## config.mk

```make
export PLATFORM = sky130hd
export DESIGN_NAME = rghc_top
export DESIGN_NICKNAME = d
export VERILOG_FILES = /design/src/logic/rghc_pkg.sv /design/src/logic/rghc_key_if.sv /design/src/logic/rghc_key_seq.sv /design/src/logic/rghc_top.sv
export SDC_FILE = /design/constraint.sdc
export NUM_CORES = 1
export LEC_CHECK = 0
export ABC_AREA = 1
export BUFFER_PORTS_ARGS = -buffer_cell sky130_fd_sc_hd__buf_2
export CAP_MARGIN = 15
export CORE_UTILIZATION = 30
export CTS_CLUSTER_SIZE = 40
export DETAILED_ROUTE_END_ITERATION = 16
export HOLD_SLACK_MARGIN = 0.1
export MAX_ROUTING_LAYER = met4
export PLACE_DENSITY = 0.49
export RECOVER_POWER = 25
export SLEW_MARGIN = 30
export SYNTH_ARGS = -nofsm -noshare
export SYNTH_HDL_FRONTEND = slang
export SYNTH_SLANG_ARGS = --single-unit
```

## constraint.sdc

```tcl
create_clock -name sys_clk_i -period 3.11 [get_ports sys_clk_i]
set_clock_uncertainty 0.1 [all_clocks]
set_input_delay 0.933 -clock sys_clk_i [delete_from_list [all_inputs] [get_ports sys_clk_i]]
set_output_delay 0.933 -clock sys_clk_i [all_outputs]
set_load 0.03 [all_outputs]
```

## src/logic/rghc_pkg.sv

```systemverilog
// Purpose: Shared constants and types for the runaway guard and halt control.
// Assumes: One 50 MHz system clock, synchronous active-high reset.
// Notes: Register indices are local to this block.
package rghc_pkg;
  localparam int unsigned CLK_HZ = 50000000;
  localparam logic [7:0] KEY_5A = 8'h5A;
  localparam logic [7:0] KEY_A5 = 8'hA5;
  localparam logic [23:0] FLASH_BASE = 24'h400000;
  localparam logic [23:0] FLASH_LAST = 24'h7FFFFF;
  localparam logic [23:0] DATA_BASE = 24'h800000;
  localparam logic [23:0] DATA_LAST = 24'hBFFFFF;
  localparam logic [23:0] PROG_BASE = 24'hC00000;
  localparam logic [23:0] PROG_LAST = 24'hFFFFFF;
  localparam logic [2:0] NMI_LEVEL = 3'h7;
  localparam logic [1:0] HSEL_CPU_ONLY_HALT = 2'h3;
  localparam logic [1:0] HSEL_OSC_RTC_HALT = 2'h2;
  localparam logic [1:0] HSEL_STOP = 2'h1;
  localparam int unsigned WARMUP_US = 10000;
  localparam int unsigned WARMUP_CYC = WARMUP_US * (CLK_HZ / 1000000);
  localparam int unsigned NRUN = 7;
  typedef enum logic [1:0] {
    RGHC_RUN = 2'b00,
    RGHC_HALT = 2'b01,
    RGHC_WARM = 2'b10
  } rghc_state_t;
endpackage : rghc_pkg

```

## src/logic/rghc_key_if.sv

```systemverilog
// Purpose: Key-register write events passed to the key sequencer.
// Assumes: Same clock as the top.
// Notes: Pulses last one cycle.
`timescale 1ns/1ps
interface rghc_key_if;
  logic wr_a;
  logic wr_b;
  logic wr_other;
  logic [7:0] data;
  logic prot;
  modport top (output wr_a, output wr_b, output wr_other, output data,
    input prot);
  modport seq (input wr_a, input wr_b, input wr_other, input data,
    output prot);
endinterface : rghc_key_if

```

## src/logic/rghc_key_seq.sv

```systemverilog
// Purpose: Double-key protection state machine.
// Assumes: Key writes arrive as one-cycle strobes.
// Notes: Key b must come on the cycle right after key a; any cycle between the two keys breaks the sequence.
`timescale 1ns/1ps
module rghc_key_seq
  import rghc_pkg::*;
(
  input wire logic sys_clk_i,
  input wire logic sys_rst_i,
  rghc_key_if.seq k
);
  logic prot_reg, prot_next;
  logic [1:0] arm_reg, arm_next;
  always_comb begin
    prot_next = prot_reg;
    arm_next = 2'h0;
    if (k.wr_a) begin
      if (k.data == KEY_5A) arm_next = 2'h1;
      else if (k.data == KEY_A5) arm_next = 2'h2;
    end else if (k.wr_b) begin
      if (arm_reg == 2'h1 && k.data == KEY_A5) prot_next = 1'b1;
      if (arm_reg == 2'h2 && k.data == KEY_5A) prot_next = 1'b0;
    end else if (!k.wr_other) begin
      arm_next = 2'h0;
    end
  end
  always_ff @(posedge sys_clk_i) begin
    if (sys_rst_i) begin
      prot_reg <= 1'b0;
      arm_reg <= 2'h0;
    end else begin
      prot_reg <= prot_next;
      arm_reg <= arm_next;
    end
  end
  assign k.prot = prot_reg;
  AST_KEY_ON: assert property (@(posedge sys_clk_i) disable iff (sys_rst_i)
    (k.wr_a && k.data == KEY_5A) ##1 (k.wr_b && k.data == KEY_A5)
    |=> prot_reg) else $error("protection not set by key");
  AST_KEY_OFF: assert property (@(posedge sys_clk_i) disable iff (sys_rst_i)
    (k.wr_a && k.data == KEY_A5) ##1 (k.wr_b && k.data == KEY_5A)
    |=> !prot_reg) else $error("protection not cleared by key");
  AST_KEY_HOLD: assert property (@(posedge sys_clk_i) disable iff (sys_rst_i)
    !k.wr_b |=> $stable(prot_reg)) else $error("protection changed");
endmodule : rghc_key_seq

```

## src/logic/rghc_top.sv

```systemverilog
// Purpose: Runaway guard, ROM write detect and halt control.
// Assumes: CPU gives one-cycle write strobes and a halt strobe.
// Notes: Outputs are registered; run enables are one bit per unit.
`timescale 1ns/1ps
module rghc_top
  import rghc_pkg::*;
#(
  parameter int unsigned WARMUP_CYCLES = WARMUP_CYC
) (
  input wire logic sys_clk_i,
  input wire logic sys_rst_i,
  input wire logic wr_en_i,
  input wire logic [23:0] wr_addr_i,
  input wire logic guarded_sel_i,
  input wire logic key_a_sel_i,
  input wire logic key_b_sel_i,
  input wire logic ctrl_sel_i,
  input wire logic [7:0] wr_data_i,
  input wire logic halt_i,
  input wire logic [2:0] irq_mask_level_i,
  input wire logic [2:0] irq_level_i,
  input wire logic nmi_i,
  input wire logic watchdog_irq_i,
  input wire logic alarm_irqs_i,
  input wire logic timer_irqs_i,
  input wire logic serial_irqs_i,
  input wire logic adc_irq_i,
  input wire logic serial_bus_irq_i,
  input wire logic lcd_irq_i,
  input wire logic rtc_irq_i,
  input wire logic key_irq_i,
  input wire logic ext_pin_irqs_i,
  input wire logic [NRUN-1:0] halt_run_en_i,
  output logic guarded_wr_ok_o,
  output logic prot_violation_irq_o,
  output logic rom_write_irq_o,
  output logic protect_o,
  output logic ext_clock_input_sel_o,
  output logic osc_amp_en_o,
  output logic osc_out_pin_o,
  output logic flash_region_hit_o,
  output logic data_region_hit_o,
  output logic prog_region_hit_o,
  output logic [1:0] halt_sel_o,
  output logic cpu_run_o,
  output logic sys_clk_en_o,
  output logic osc_en_o,
  output logic rtc_run_o,
  output logic lcd_intc_run_o,
  output logic port_hold_o,
  output logic [NRUN-1:0] unit_run_o,
  output logic resume_o,
  output logic resume_service_o
);
  rghc_key_if kif();
  assign kif.wr_a = wr_en_i && key_a_sel_i;
  assign kif.wr_b = wr_en_i && key_b_sel_i;
  assign kif.wr_other = wr_en_i && !key_a_sel_i && !key_b_sel_i;
  assign kif.data = wr_data_i;
  rghc_key_seq u_key (
    .sys_clk_i(sys_clk_i),
    .sys_rst_i(sys_rst_i),
    .k(kif)
  );

  // Control register, bit map: 0 ext clock, 1-3 region enables,
  // 4-6 hit flags (write zero clears), 6-7 halt field.  Halt field shares ctrl
  // writes with ext clock and region enables; all three are blocked while protect is set.
  logic ext_reg, ext_next;
  logic [2:0] en_reg, en_next;
  logic [2:0] hit_reg, hit_next;
  logic [1:0] hsel_reg, hsel_next;
  logic viol_reg, viol_next;
  logic romirq_reg, romirq_next;
  logic wok_reg, wok_next;
  logic [2:0] reg_hit;
  logic ctrl_wr;

  assign ctrl_wr = wr_en_i && ctrl_sel_i;
  always_comb begin
    reg_hit[0] = wr_addr_i >= FLASH_BASE && wr_addr_i <= FLASH_LAST;
    reg_hit[1] = wr_addr_i >= DATA_BASE && wr_addr_i <= DATA_LAST;
    reg_hit[2] = wr_addr_i >= PROG_BASE && wr_addr_i <= PROG_LAST;
  end

  always_comb begin
    logic [2:0] ev;
    ev = 3'h0;
    ext_next = ext_reg;
    en_next = en_reg;
    hit_next = hit_reg;
    hsel_next = hsel_reg;
    wok_next = 1'b0;
    viol_next = 1'b0;
    if (wr_en_i && (guarded_sel_i || ctrl_sel_i) && kif.prot) begin
      viol_next = 1'b1;
    end
    if (wr_en_i && guarded_sel_i && !kif.prot) wok_next = 1'b1;
    if (ctrl_wr && !kif.prot) begin
      ext_next = wr_data_i[0];
      en_next = wr_data_i[3:1];
      hsel_next = wr_data_i[7:6];
    end
    if (ctrl_wr) begin
      hit_next = hit_reg & wr_data_i[6:4];
    end
    if (wr_en_i && !guarded_sel_i && !key_a_sel_i && !key_b_sel_i &&
        !ctrl_sel_i) begin
      ev = reg_hit & en_reg;
    end
    hit_next = hit_next | ev;
    romirq_next = |ev;
  end

  always_ff @(posedge sys_clk_i) begin
    if (sys_rst_i) begin
      ext_reg <= 1'b0;
      en_reg <= 3'h0;
      hit_reg <= 3'h0;
      hsel_reg <= HSEL_CPU_ONLY_HALT;
      viol_reg <= 1'b0;
      romirq_reg <= 1'b0;
      wok_reg <= 1'b0;
    end else begin
      ext_reg <= ext_next;
      en_reg <= en_next;
      hit_reg <= hit_next;
      hsel_reg <= hsel_next;
      viol_reg <= viol_next;
      romirq_reg <= romirq_next;
      wok_reg <= wok_next;
    end
  end

  // Halt sequencing.
  rghc_state_t st_reg, st_next;
  logic [1:0] mode_reg, mode_next;
  logic [31:0] wcnt_reg, wcnt_next;
  logic res_reg, res_next;
  logic srv_reg, srv_next;
  logic [NRUN-1:0] run_reg, run_next;
  logic unmasked, rel_srv, rel_nosrv;

  assign unmasked = irq_level_i >= irq_mask_level_i;
  always_comb begin
    rel_srv = 1'b0;
    rel_nosrv = 1'b0;
    case (mode_reg)
      HSEL_CPU_ONLY_HALT: begin
        rel_srv = unmasked && (watchdog_irq_i || alarm_irqs_i ||
          timer_irqs_i || serial_irqs_i || adc_irq_i || serial_bus_irq_i ||
          lcd_irq_i || rtc_irq_i || key_irq_i || ext_pin_irqs_i);
        rel_nosrv = !unmasked && (ext_pin_irqs_i || rtc_irq_i ||
          alarm_irqs_i || key_irq_i);
      end
      HSEL_OSC_RTC_HALT: begin
        rel_nosrv = ext_pin_irqs_i || rtc_irq_i || alarm_irqs_i ||
          key_irq_i;
      end
      HSEL_STOP: begin
        rel_srv = unmasked && key_irq_i;
        rel_nosrv = (!unmasked && key_irq_i) || ext_pin_irqs_i;
      end
      default: begin
        rel_srv = 1'b0;
        rel_nosrv = 1'b0;
      end
    endcase
    if (nmi_i) begin
      rel_srv = 1'b1;
      rel_nosrv = 1'b0;
    end
  end

  always_comb begin
    st_next = st_reg;
    mode_next = mode_reg;
    wcnt_next = wcnt_reg;
    res_next = 1'b0;
    srv_next = 1'b0;
    run_next = run_reg;
    case (st_reg)
      RGHC_RUN: begin
        if (halt_i && hsel_reg != 2'h0) begin
          st_next = RGHC_HALT;
          mode_next = hsel_reg;
          run_next = (hsel_reg == HSEL_CPU_ONLY_HALT) ? halt_run_en_i :
            {NRUN{1'b0}};
        end else begin
          run_next = {NRUN{1'b1}};
        end
      end
      RGHC_HALT: begin
        if (rel_srv || rel_nosrv) begin
          if (mode_reg == HSEL_STOP) begin
            st_next = RGHC_WARM;
            wcnt_next = 32'h0;
            srv_next = rel_srv;
            res_next = 1'b0;
          end else begin
            st_next = RGHC_RUN;
            res_next = 1'b1;
            srv_next = rel_srv;
            run_next = {NRUN{1'b1}};
          end
        end
      end
      RGHC_WARM: begin
        srv_next = srv_reg;
        wcnt_next = wcnt_reg + 32'h1;
        if (wcnt_reg >= WARMUP_CYCLES - 1) begin
          st_next = RGHC_RUN;
          res_next = 1'b1;
          run_next = {NRUN{1'b1}};
        end
      end
      default: st_next = RGHC_RUN;
    endcase
    if (st_reg == RGHC_RUN) srv_next = 1'b0;
  end

  always_ff @(posedge sys_clk_i) begin
    if (sys_rst_i) begin
      st_reg <= RGHC_RUN;
      mode_reg <= 2'h0;
      wcnt_reg <= 32'h0;
      res_reg <= 1'b0;
      srv_reg <= 1'b0;
      run_reg <= {NRUN{1'b1}};
    end else begin
      st_reg <= st_next;
      mode_reg <= mode_next;
      wcnt_reg <= wcnt_next;
      res_reg <= res_next;
      srv_reg <= (st_next == RGHC_RUN) ? (res_next & srv_next) : srv_next;
      run_reg <= run_next;
    end
  end

  // Run and pin controls are decoded from the next state, so each output
  // comes straight from a flop with no extra cycle of lag.
  logic halted_next;
  logic amp_reg, amp_next, cpu_reg, cpu_next, sck_reg, sck_next;
  logic osc_reg, osc_next, rtcr_reg, rtcr_next;
  logic lcd_reg, lcd_next, hold_reg, hold_next;

  always_comb begin
    halted_next = st_next != RGHC_RUN;
    amp_next = !ext_next;
    cpu_next = !halted_next;
    sck_next = !(halted_next && mode_next != HSEL_CPU_ONLY_HALT);
    osc_next = !(halted_next && mode_next == HSEL_STOP) ||
      st_next == RGHC_WARM;
    rtcr_next = !(st_next == RGHC_HALT && mode_next == HSEL_STOP);
    lcd_next = !(halted_next && mode_next != HSEL_CPU_ONLY_HALT);
    hold_next = halted_next && mode_next == HSEL_CPU_ONLY_HALT;
  end

  always_ff @(posedge sys_clk_i) begin
    if (sys_rst_i) begin
      amp_reg <= 1'b1;
      cpu_reg <= 1'b1;
      sck_reg <= 1'b1;
      osc_reg <= 1'b1;
      rtcr_reg <= 1'b1;
      lcd_reg <= 1'b1;
      hold_reg <= 1'b0;
    end else begin
      amp_reg <= amp_next;
      cpu_reg <= cpu_next;
      sck_reg <= sck_next;
      osc_reg <= osc_next;
      rtcr_reg <= rtcr_next;
      lcd_reg <= lcd_next;
      hold_reg <= hold_next;
    end
  end

  logic halted;
  assign halted = st_reg != RGHC_RUN;
  assign guarded_wr_ok_o = wok_reg;
  assign prot_violation_irq_o = viol_reg;
  assign rom_write_irq_o = romirq_reg;
  assign protect_o = kif.prot;
  assign ext_clock_input_sel_o = ext_reg;
  assign osc_amp_en_o = amp_reg;
  assign osc_out_pin_o = ext_reg;
  assign flash_region_hit_o = hit_reg[0];
  assign data_region_hit_o = hit_reg[1];
  assign prog_region_hit_o = hit_reg[2];
  assign halt_sel_o = hsel_reg;
  assign cpu_run_o = cpu_reg;
  assign sys_clk_en_o = sck_reg;
  assign osc_en_o = osc_reg;
  assign rtc_run_o = rtcr_reg;
  assign lcd_intc_run_o = lcd_reg;
  assign port_hold_o = hold_reg;
  assign unit_run_o = run_reg;
  assign resume_o = res_reg;
  assign resume_service_o = srv_reg;

  AST_VIOL: assert property (@(posedge sys_clk_i) disable iff (sys_rst_i)
    (wr_en_i && guarded_sel_i && kif.prot) |=> prot_violation_irq_o &&
    !guarded_wr_ok_o) else $error("violation missing");
  AST_ROMIRQ: assert property (@(posedge sys_clk_i) disable iff (sys_rst_i)
    rom_write_irq_o |-> (|hit_reg)) else $error("rom irq without flag");
  AST_EXTPIN: assert property (@(posedge sys_clk_i) disable iff (sys_rst_i)
    ext_clock_input_sel_o |-> osc_out_pin_o && !osc_amp_en_o)
    else $error("ext clock pin wrong");
  AST_HALT: assert property (@(posedge sys_clk_i) disable iff (sys_rst_i)
    (st_reg == RGHC_RUN && halt_i && hsel_reg == HSEL_STOP) |=>
    !osc_en_o && !cpu_run_o) else $error("stop not entered");
  AST_NMI: assert property (@(posedge sys_clk_i) disable iff (sys_rst_i)
    (st_reg == RGHC_HALT && nmi_i && mode_reg != HSEL_STOP) |=>
    resume_o && resume_service_o) else $error("nmi no release");
  AST_WARM: assert property (@(posedge sys_clk_i) disable iff (sys_rst_i)
    (st_reg == RGHC_WARM) |-> !resume_o) else $error("early resume");
  AST_OSC_RTC_HALT: assert property (@(posedge sys_clk_i) disable iff (sys_rst_i)
    (halted && mode_reg == HSEL_OSC_RTC_HALT) |-> !sys_clk_en_o && osc_en_o)
    else $error("osc_rtc_halt clocks wrong");
  AST_HITSET: assert property (@(posedge sys_clk_i) disable iff (sys_rst_i)
    $rose(rom_write_irq_o) |-> !$stable(hit_reg) || $past(hit_reg) != 3'h0)
    else $error("hit flag not set");
endmodule : rghc_top
```

# Word level (Yosys, flattened, before mapping)
# Index checks and enable logic that the tools add are counted.
# totals
elab_cells	158
register_bits	66
out_inout_bits	27
# classes
n_mux	37
eq_ne	19
n_reduce_logical	66
n_lt_le_gt_ge	8
add_sub_neg	1
bitwise	5
# op_table
operator	n
32-bit two-way mux	2
32-bit one-hot mux with 2 select lines	1
24-bit greater-or-equal comparator, second input constant	2
24-bit less-or-equal comparator, second input constant	2
7-bit two-way mux	5
32-bit by 1-bit adder with 32-bit output, second input constant	1
32-bit by 19-bit greater-or-equal comparator with 1-bit output, second input constant	1
1-bit logical AND	26
24-bit by 23-bit greater-or-equal comparator with 1-bit output, second input constant	1
24-bit by 23-bit less-or-equal comparator with 1-bit output, second input constant	1
7-bit one-hot mux with 3 select lines	1
1-bit logical OR	16
2-bit equality test, second input constant	7
1-bit two-way mux	14
2-bit two-way mux	7
1-bit logical NOT	11
2-bit by 1-bit equality test with 1-bit output, second input constant	5
2-bit inequality test, second input constant	5
8-bit by 7-bit equality test with 1-bit output, second input constant	1
8-bit equality test, second input constant	1
2-bit nonzero test	4
3-bit AND	2
3-bit two-way mux	2
1-bit one-hot mux with 2 select lines	3
12 further kinds	15

# Longest topological paths before layout
# Gate-level depths: netlist of run 1.
# depth
depth_word	19
ltp_mapped	16
depth_no_buf	16

# Cells and area by module
# From an unflattened synthesis of run 1, not the netlist that was laid out.
# unflattened
cells_unflattened	576
area_unflattened_um2	3737.3
# by_module_without_submodules
module	cells_per_inst	area_per_inst_um2	seq_area_each_um2	n_inst
rghc_top	537	3510.9	1261.2	1
rghc_key_seq	39	226.5	60.1	1

# Worst setup path after synthesis of run 1
# OpenSTA, ideal clock, no wires.
# synth_path
path_kind	input-to-reg
start	input irq_mask_level_i[2]
end	register run_reg[0] (netlist: unit_run_o[0])
t_arrival_ps	2367
path_slack_ps	523
cell_stages	13
setup_ps	119
cell_sequence	inv_1 > ha_1 > a21oi_1 > nand3_1 > nand2_1 > nand2_1 > nand3_1 > nand2_1 > nand2_1 > nand3_1 > buf_2 > a21oi_1 > o21ai_1
# synth_via
elab_chain_len	9
elab_cells_between_ends	14
# synth_rtl
element	line	source
start: declaration	rghc_top.sv:20	input wire logic [2:0] irq_mask_level_i,
3-bit greater-or-equal comparator (*)	rghc_top.sv:144	assign unmasked = irq_level_i >= irq_mask_level_i;
1-bit logical NOT	rghc_top.sv:153, rghc_top.sv:162	
1-bit logical AND	rghc_top.sv:162	rel_nosrv = (!unmasked && key_irq_i) || ext_pin_irqs_i;
1-bit logical OR	rghc_top.sv:162	
1-bit one-hot mux with 3 select lines	rghc_top.sv:148	case (mode_reg)
1-bit two-way mux	rghc_top.sv:169	if (nmi_i) begin
1-bit logical OR (*)	rghc_top.sv:194	if (rel_srv || rel_nosrv) begin
2-bit inequality test (no source line) (*)	--	
4-bit AND reduction (no source line) (*)	--	
end signal: assignment	rghc_top.sv:229	run_reg <= {NRUN{1'b1}};
end signal: assignment	rghc_top.sv:236	run_reg <= run_next;
end: declaration	rghc_top.sv:141	logic [NRUN-1:0] run_reg, run_next;
# Mark *: on every way between the ends. The rest lies on a longest branch, timed or not.
# A chain may end at the register's enable or synchronous reset.

# Worst setup path in the final report of run 1
# layout_path
start	input irq_mask_level_i[2]
end	register wcnt_reg[22]
# layout_via
elab_chain_len	9
elab_cells_between_ends	14
# layout_rtl
element	line	source
3-bit greater-or-equal comparator (*)	rghc_top.sv:144	
1-bit logical NOT	rghc_top.sv:153, rghc_top.sv:162	
1-bit logical AND	rghc_top.sv:162	
1-bit logical OR	rghc_top.sv:162	
1-bit one-hot mux with 3 select lines	rghc_top.sv:148	
1-bit two-way mux	rghc_top.sv:169	
1-bit logical OR (*)	rghc_top.sv:194	
2-bit inequality test (no source line) (*)	--	
3-bit AND reduction (no source line) (*)	--	
end signal: assignment	rghc_top.sv:233	wcnt_reg <= wcnt_next;
end: declaration	rghc_top.sv:138	logic [31:0] wcnt_reg, wcnt_next;
# Marked as above.

==> reports/results.tsv, run 1 <==
stage	metric	value	unit
timing	fmax	389	MHz
critical_path	path_cells	buf_2 > inv_1 > ha_1 > a21oi_1 > nand3_1 > nand2_1 > inv_2 > nand2_2 > nand4_4 > o21ai_4 > buf_4 > nor2_1 > nand2_1 > nand2_1 > inv_1 > nor2_1	
route	vias	3802	
route	wl_met1	4770	µm
synth	avgSynthCellArea	6.75	µm²
timing	tns	0	ns
critical_path	arrival	2.71	ns
timing	rsz0062_at_grt	no	
placement	gp_congestion	0.938	
global_routing	antenna_found_initial	0	
placement	placed_cell_area	4320	µm²
final_layout	final_common_cell	nand2_1	
route	postRouteAntennaNets	0	
global_routing	grt_pass1_vias	3505	
critical_path	cp_max_fo	18	
pwr	ir_worst_vdd	228	µV
pwr	p_sw	633	µW
clock_tree	clockBufferDepth	2	
critical_path	crit_family	simple AND/OR/NAND/NOR gates	
timing	worst_pin_slew	1.05	ns
clock_tree	cts_tree	yes	
pwr	internal_power	1.79	mW
critical_path	timing.rr.start	wcnt_reg[0]	
critical_path	criticalPathCategory	in2reg	
synth	syn_area	3820	µm²
final_layout	diodes	0	
final_layout	syn2layout_area_growth	21.7	%
timing	period_needed	2.57	ns
route	drtPass1Iterations	5	
min_path	min_from	wcnt_reg[16]	
clock_tree	clock_latency	0.33	ns
critical_path	start_kind	primary input	
timing	hold_viol	0	
run_status	status	complete, no violations	
die	die_w	115	µm
critical_path	cp.buffers_inverters	5	
final_layout	final_cell_mix	nand2_1 (118), nor2_1 (75), inv_1 (67), dfxtp_1 (66), buf_2 (51)	
critical_path	setup.worst_path.start	irq_mask_level_i[2]	
die	ios	91	
clock_tree	holdBufCountCts	0	
clock_tree	htreeDepth	3	
die	initial_utilization	0.313	
clock_tree	cts_resized	0	
synth	synth_edf_count	0	
clock_tree	root_buffer	clkbuf_16	
timing	fin_crit_sh	0.827	
global_routing	grtUsageTotal	0.167	
route	routedWlPerCell	12.4	µm
route	met2WireLength	4670	µm
critical_path	cp_slowest_cell	ha_1	
final_layout	largest_reg_flops	32	
critical_path	required	3.24	ns
synth	ys_types	37	
route	wl_met3	474	µm
route	wl	10000	µm
clock_tree	cts_sinks	66	
clock_tree	post-cts-setup-buffer-count	0	
pwr	swShare	0.261	
die	core	12200	µm²
min_path	hold_class	reg2reg	
pwr	p_clk_frac	0.496	
pwr	power.density	521	nW/µm²
route	top_layer	met4	
timing	slew_headroom	0.297	
die	design.die.area	13200	µm²
pwr	power	2.42	mW
critical_path	crit_top_cell	nand2_1	
timing	finalMaxSlewViolations	0	
clock_tree	cts_buffers	9	
synth	syn_inst	566	
placement	hpwl	7740	µm
synth	synth-seq-cells	66	
route	avgViaCountPerCell	4.72	
pwr	combPwrFrac	0.133	
synth	ys_dominant_reg_cell	dfxtp_1	
critical_path	slowest_delay	0.31	ns
synth	yosysWarnings	0	
pwr	p_seq_frac	0.371	
die	die-height	115	µm
synth	syn_nets	638	
final_layout	fill_cells	1351	
job	drv_cap	0	
pwr	cellLeakagePower	1.70	nW
critical_path	cp-end-kind	flip-flop	
route	drtIter0Drc	213	
die	rows	40	
final_layout	fin_area	4650	µm²
synth	async_flop_share	0	
final_layout	fin_nets	705	
final_layout	fin_util	0.381	
global_routing	grt_pass1_wl	16600	µm
route	drc	0	
critical_path	r2r_setup_slack	1.00	ns
global_routing	grt_remaining_overflow	0	
timing	setup_viol_count_final	0	
global_routing	grt_max_degree	41	
placement	port_buffers	68	
clock_tree	clkSlewWorstSetupHoldPaths	0.06	ns
final_layout	drive_gt1_frac	0.185	
synth	ys_seq_area_frac	0.346	
## layout make-up
class / instances / area, µm² / area share
Clock inverter: 6 / 113 / 0.0242
Clock buffer: 10 / 239 / 0.0514
Tap cell: 168 / 210 / 0.0452
Inverter: 72 / 270 / 0.0582
Multi-Input combinational cell: 409 / 2110 / 0.454
Sequential cell: 66 / 1320 / 0.284
Timing Repair Buffer: 75 / 382 / 0.0821
## synthesized netlist by cell type (2+ instances only)
master    count  area (µm²)
o21a_1        2        15.0
o21ai_1       5        25.0
dfxtp_1      66        1320
nor2_1       75         282
xnor2_1       3        26.3
inv_1        67         251
buf_4         3        22.5
a21oi_1      26         130
ha_1          8         100
nor3_2        3        30.0
buf_1         2        7.51
inv_2         4        15.0
a21oi_2      14         123
buf_2         5        25.0
buf_6         2        22.5
xor2_1        9        78.8
nor4_2        2        25.0
nor4_1       10        62.6
a31oi_1       8        50.1
nand4_1      24         150
clkbuf_1      6        22.5
o21ai_0      28         140
nand2_1     118         443
or2_2         3        18.8
nand2_2      15        93.8
nand3_1      24         120
nor3_1       24         120
## path summary, 6_finish.rpt
path	endpoint	depth (start not counted)
worst max-delay path	wcnt_reg[22]	16
worst max register to register	port_hold_o	14
worst min-delay path	wcnt_reg[16]	2
worst min register to register	wcnt_reg[16]	2
## stage by stage
step | hold WS (ns) | setup slack [ns] | std cells
after floorplan | 0.352 | 0.523 | 566
after global placement | 0.351 | 0.190 | 790
after detailed placement | 0.363 | 0.168 | 790
after CTS | 0.373 | 0.530 | 806
after global routing | 0.386 | 0.300 | 806
final | 0.371 | 0.538 | 806
## power groups by stage
| stage | registers (mW) | clock network, mW | logic, mW |
|---|---|---|---|
| floorplan | 0.953 | 0 | 0.198 |
| global placement | 0.915 | 0 | 0.328 |
| detailed placement | 0.917 | 0 | 0.330 |
| CTS | 0.898 | 1.23 | 0.331 |
| global route | 0.902 | 1.28 | 0.360 |
| finish | 0.899 | 1.20 | 0.321 |
## worst register-to-register path, delay by kind of cell, from the launching register on
| kind | cells | cell delay [ns] |
|---|---|---|
| fa+ha+maj | 1 | 0.19 |
| buf+inv | 1 | 0.07 |
| simple gates | 11 | 0.98 |
| flops | 1 | 0.35 |
| compound gates | 1 | 0.30 |
## per-layer routing
metal	GRT usage	vias up
met5	-	-
met4	0.0580	0
met3	0.0395	11
met2	0.261	88
met1	0.209	1715
li1	-	1988
## logic make-up (layout without fill, tap and decap cells)
group | count (synthesis) | in the layout | synth area share
flip-flops | 66 | 66 | 0.346
XOR/XNOR | 12 | 12 | 0.0275
adder cells (fa/ha/maj) | 8 | 8 | 0.0262
AND/OR/NAND/NOR | 304 | 304 | 0.367
buffers and inverters | 91 | 163 | 0.101
AO/OA/AOI/OAI | 85 | 85 | 0.133
Power figures use the tool's default switching activity.
==> inputs of run 2 (changes only) <==
- ABC_AREA: 1 -> 0
- PLACE_DENSITY: 0.49 -> 0.51
- clock period: 3.11 -> 2.2 ns (I/O delays scaled with it)
==> run 2 against run 1 <==
Compared with the run above: the run now ends with negative setup slack left; wire length increased by 5.8%; clock power increased by 28%; design area up 16%; non-clock buffer count rose by 81; register-to-register slack worse by 1.2 ns; utilization rose by 11 points; critical path depth is 7 lower; setup slack got worse by 0.71 ns; synthesized cell count down 27%; synthesized area decreased by 10%; sequential power is 40% higher; combinational power rose by 130%.
==> reports/results.tsv, run 2 <==
stage	metric	value	unit	change
synth	syn_nets	484		-24%
run_status	violations	negative setup slack		
synth	ys_seq_area_frac	0.386		+0.0402
timing	period_needed	2.37	ns	
critical_path	cp-end-kind	flip-flop		
critical_path	start_kind	primary input		
critical_path	cp_max_fo	6		-12
clock_tree	cts_buffers	9		unchanged
pwr	ir_worst_vdd	488	µV	+110%
clock_tree	clock_latency	0.33	ns	about the same
global_routing	grt_pass1_vias	3654		+4.3%
final_layout	final_common_cell	buf_4		
die	rows	38		-5.0%
synth	syn_inst	412		-27%
die	die-height	109	µm	-5.3%
timing	layout_setup_ws	-0.171	ns	-0.708 ns
die	initial_utilization	0.311		-0.00124
synth	avgSynthCellArea	8.30	µm²	+23%
synth	synth_common_cells	dfxtp_1 (66), a21oi_1 (38), nor2_1 (36)		
job	drv_cap	0		unchanged
synth	ys_dominant_reg_cell	dfxtp_1		
final_layout	final_cell_mix	buf_4 (74), dfxtp_1 (63), buf_2 (63), nor2_1 (34), a21oi_1 (33)		
timing	worst_pin_slew	0.511	ns	-0.543 ns
timing	setup_viol_count_final	39		+39
die	core	11000	µm²	-10%
timing	fmax	422	MHz	
die	design.die.area	11800	µm²	-10%
die	ios	91		unchanged
route	avgViaCountPerCell	5.23		+11%
global_routing	grt_pass1_wl	17400	µm	+4.6%
timing	finalMaxSlewViolations	0		unchanged
timing	rsz0062_at_grt	yes		
min_path	hold_class	reg2reg		
critical_path	criticalPathCategory	in2reg		
timing	hold_slack	0.365	ns	-0.00658 ns
synth	yosys.area.top_type_share	0.386		+0.0402
final_layout	regArea	1330	µm²	+0.28%
route	wl	10600	µm	+5.8%
final_layout	fill_cells	1039		-23%
synth	ys_types	62		+68%
synth	synth-seq-cells	66		unchanged
clock_tree	holdBufCountCts	0		unchanged
clock_tree	cts_tree	yes		
placement	port_buffers	68		unchanged
final_layout	fin_nets	632		-10%
die	die_w	109	µm	-5.3%
route	vias	3685		-3.1%
timing	fin_crit_sh	1.08		
global_routing	grt_max_degree	30		-27%
placement	gp_congestion	0.868		-7.5%
synth	syn_area	3420	µm²	-10%
clock_tree	htreeDepth	3		unchanged
run_status	status	finished, violations left		
route	routedWlPerCell	15.0	µm	+21%
final_layout	syn2layout_area_growth	57.8	%	
synth	async_flop_share	0		unchanged
placement	dp_cells	671		-15%
global_routing	grtUsageTotal	0.194		+0.0278
pwr	power.density	653	nW/µm²	+25%
timing	hold_viol	0		unchanged
route	drc	0		unchanged
final_layout	diodes	0		unchanged
route	drtPass1Iterations	4		-1
clock_tree	clkSlewWorstSetupHoldPaths	0.06	ns	about the same
final_layout	final_cells	705		-13%
pwr	cellLeakagePower	1.98	nW	+17%
global_routing	grt_remaining_overflow	0		unchanged
clock_tree	clockBufferDepth	2		unchanged
synth	synth_edf_count	0		unchanged
route	drtIter0Drc	196		-8.0%
final_layout	multi_input_area	2400	µm²	+14%
clock_tree	cts_sinks	66		unchanged
synth	yosysWarnings	0		unchanged
placement	hpwl	7490	µm	-3.2%
final_layout	drive_gt1_frac	0.398		+0.213
global_routing	antenna_found_initial	0		unchanged
timing	slew_headroom	0.659		+0.362
critical_path	required	2.32	ns	-0.92 ns
synth	yosysMostFrequentCell	dfxtp_1		
route	postRouteAntennaNets	0		unchanged
timing	tns	-2.49	ns	-2.49 ns
final_layout	largest_reg_flops	32		unchanged
critical_path	arrival	2.49	ns	-0.22 ns
synth	synth_largest_area_cell	dfxtp_1		
synth	yosys-top-cells-area	dfxtp_1 (39%), a21oi_1 (5.6%), nor2_1 (4.0%)		
clock_tree	root_buffer	clkbuf_16		
run 2: changes by cell type in the layout (fill, tap and decap cells not counted), moves of 12 or more:
cell      previous run  this run
nor3_1              24         3
nand2_2             15         1
nand2_1            118        28
buf_2               51        63
buf_6                0        14
inv_1               67        16
clkbuf_1            17         3
buf_4                5        74
a21oi_2             14         2
nor2_1              75        34
run 2: path summary, 6_finish.rpt:
kind / startpoint / endpoint / slack [ns] / depth (start not counted)
worst max-delay path: irq_mask_level_i[2] / lcd_intc_run_o / -0.17 / 9
worst min register to register: unit_run_o[6] / unit_run_o[6] / 0.36 / 1
worst max register to register: wcnt_reg[19] / lcd_intc_run_o / -0.16 / 6
worst min-delay path: unit_run_o[6] / unit_run_o[6] / 0.36 / 1
run 2: through the flow:
| step | utilization | cell area [µm²] | power, mW | worst slack [ns] |
|---|---|---|---|---|
| detailed placement | 0.419 | 4600 | 1.89 | -0.600 |
| floorplan | - | 3640 | 1.64 | -0.240 |
| global route | 0.492 | 5400 | 3.65 | -0.203 |
| global placement | 0.419 | 4600 | 1.88 | -0.597 |
| CTS | 0.479 | 5260 | 3.50 | -0.153 |
| finish | 0.492 | 5400 | 3.53 | -0.171 |
run 2: worst max-delay path: stages:
cell and delay, ns:
buf_8 0.08, inv_8 0.03, ha_4 0.28, nand2_4 0.06, o21a_4 0.25, nor3_2 0.23, o311ai_2 0.15, a221o_1 0.43
a211o_1 0.31
run 2: cells by family after synthesis:
logic type | Yosys count | share of synthesized area
xor+xnor | 15 | 0.0384
simple gates | 161 | 0.257
flops | 66 | 0.386
mux | 2 | 0.00622
fa+ha+maj | 8 | 0.0293
buf+inv | 39 | 0.0464
compound gates | 121 | 0.237
run 2: report_power, final:
group | switching (mW) | total [mW] | internal (mW)
registers | 0.0231 | 1.26 | 1.24
logic | 0.423 | 0.737 | 0.314
clock network | 0.556 | 1.53 | 0.973
total | 1.00 | 3.53 | 2.52
run 2: metal layers:
layer,routed length (µm),up-vias,GRT usage
met4,179,0,0.0618
met5,0,-,-
met2,5040,83,0.316
li1,-,1837,-
met3,366,19,0.0347
met1,5020,1746,0.244
run 2: layout make-up:
cell class	count	share of cell area
clock buffer	13	0.0501
timing repair buffer	156	0.202
multi-input combinational	307	0.445
tap	140	0.0324
clock inverter	3	0.00857
inverter	20	0.0162
sequential	66	0.245
run 2: repair_timing:
action                     in CTS  in global routing
pin swaps                      18                 16
gates resized for setup        40                 22
setup endpoints to repair      46                 47
buffers inserted               11                  8
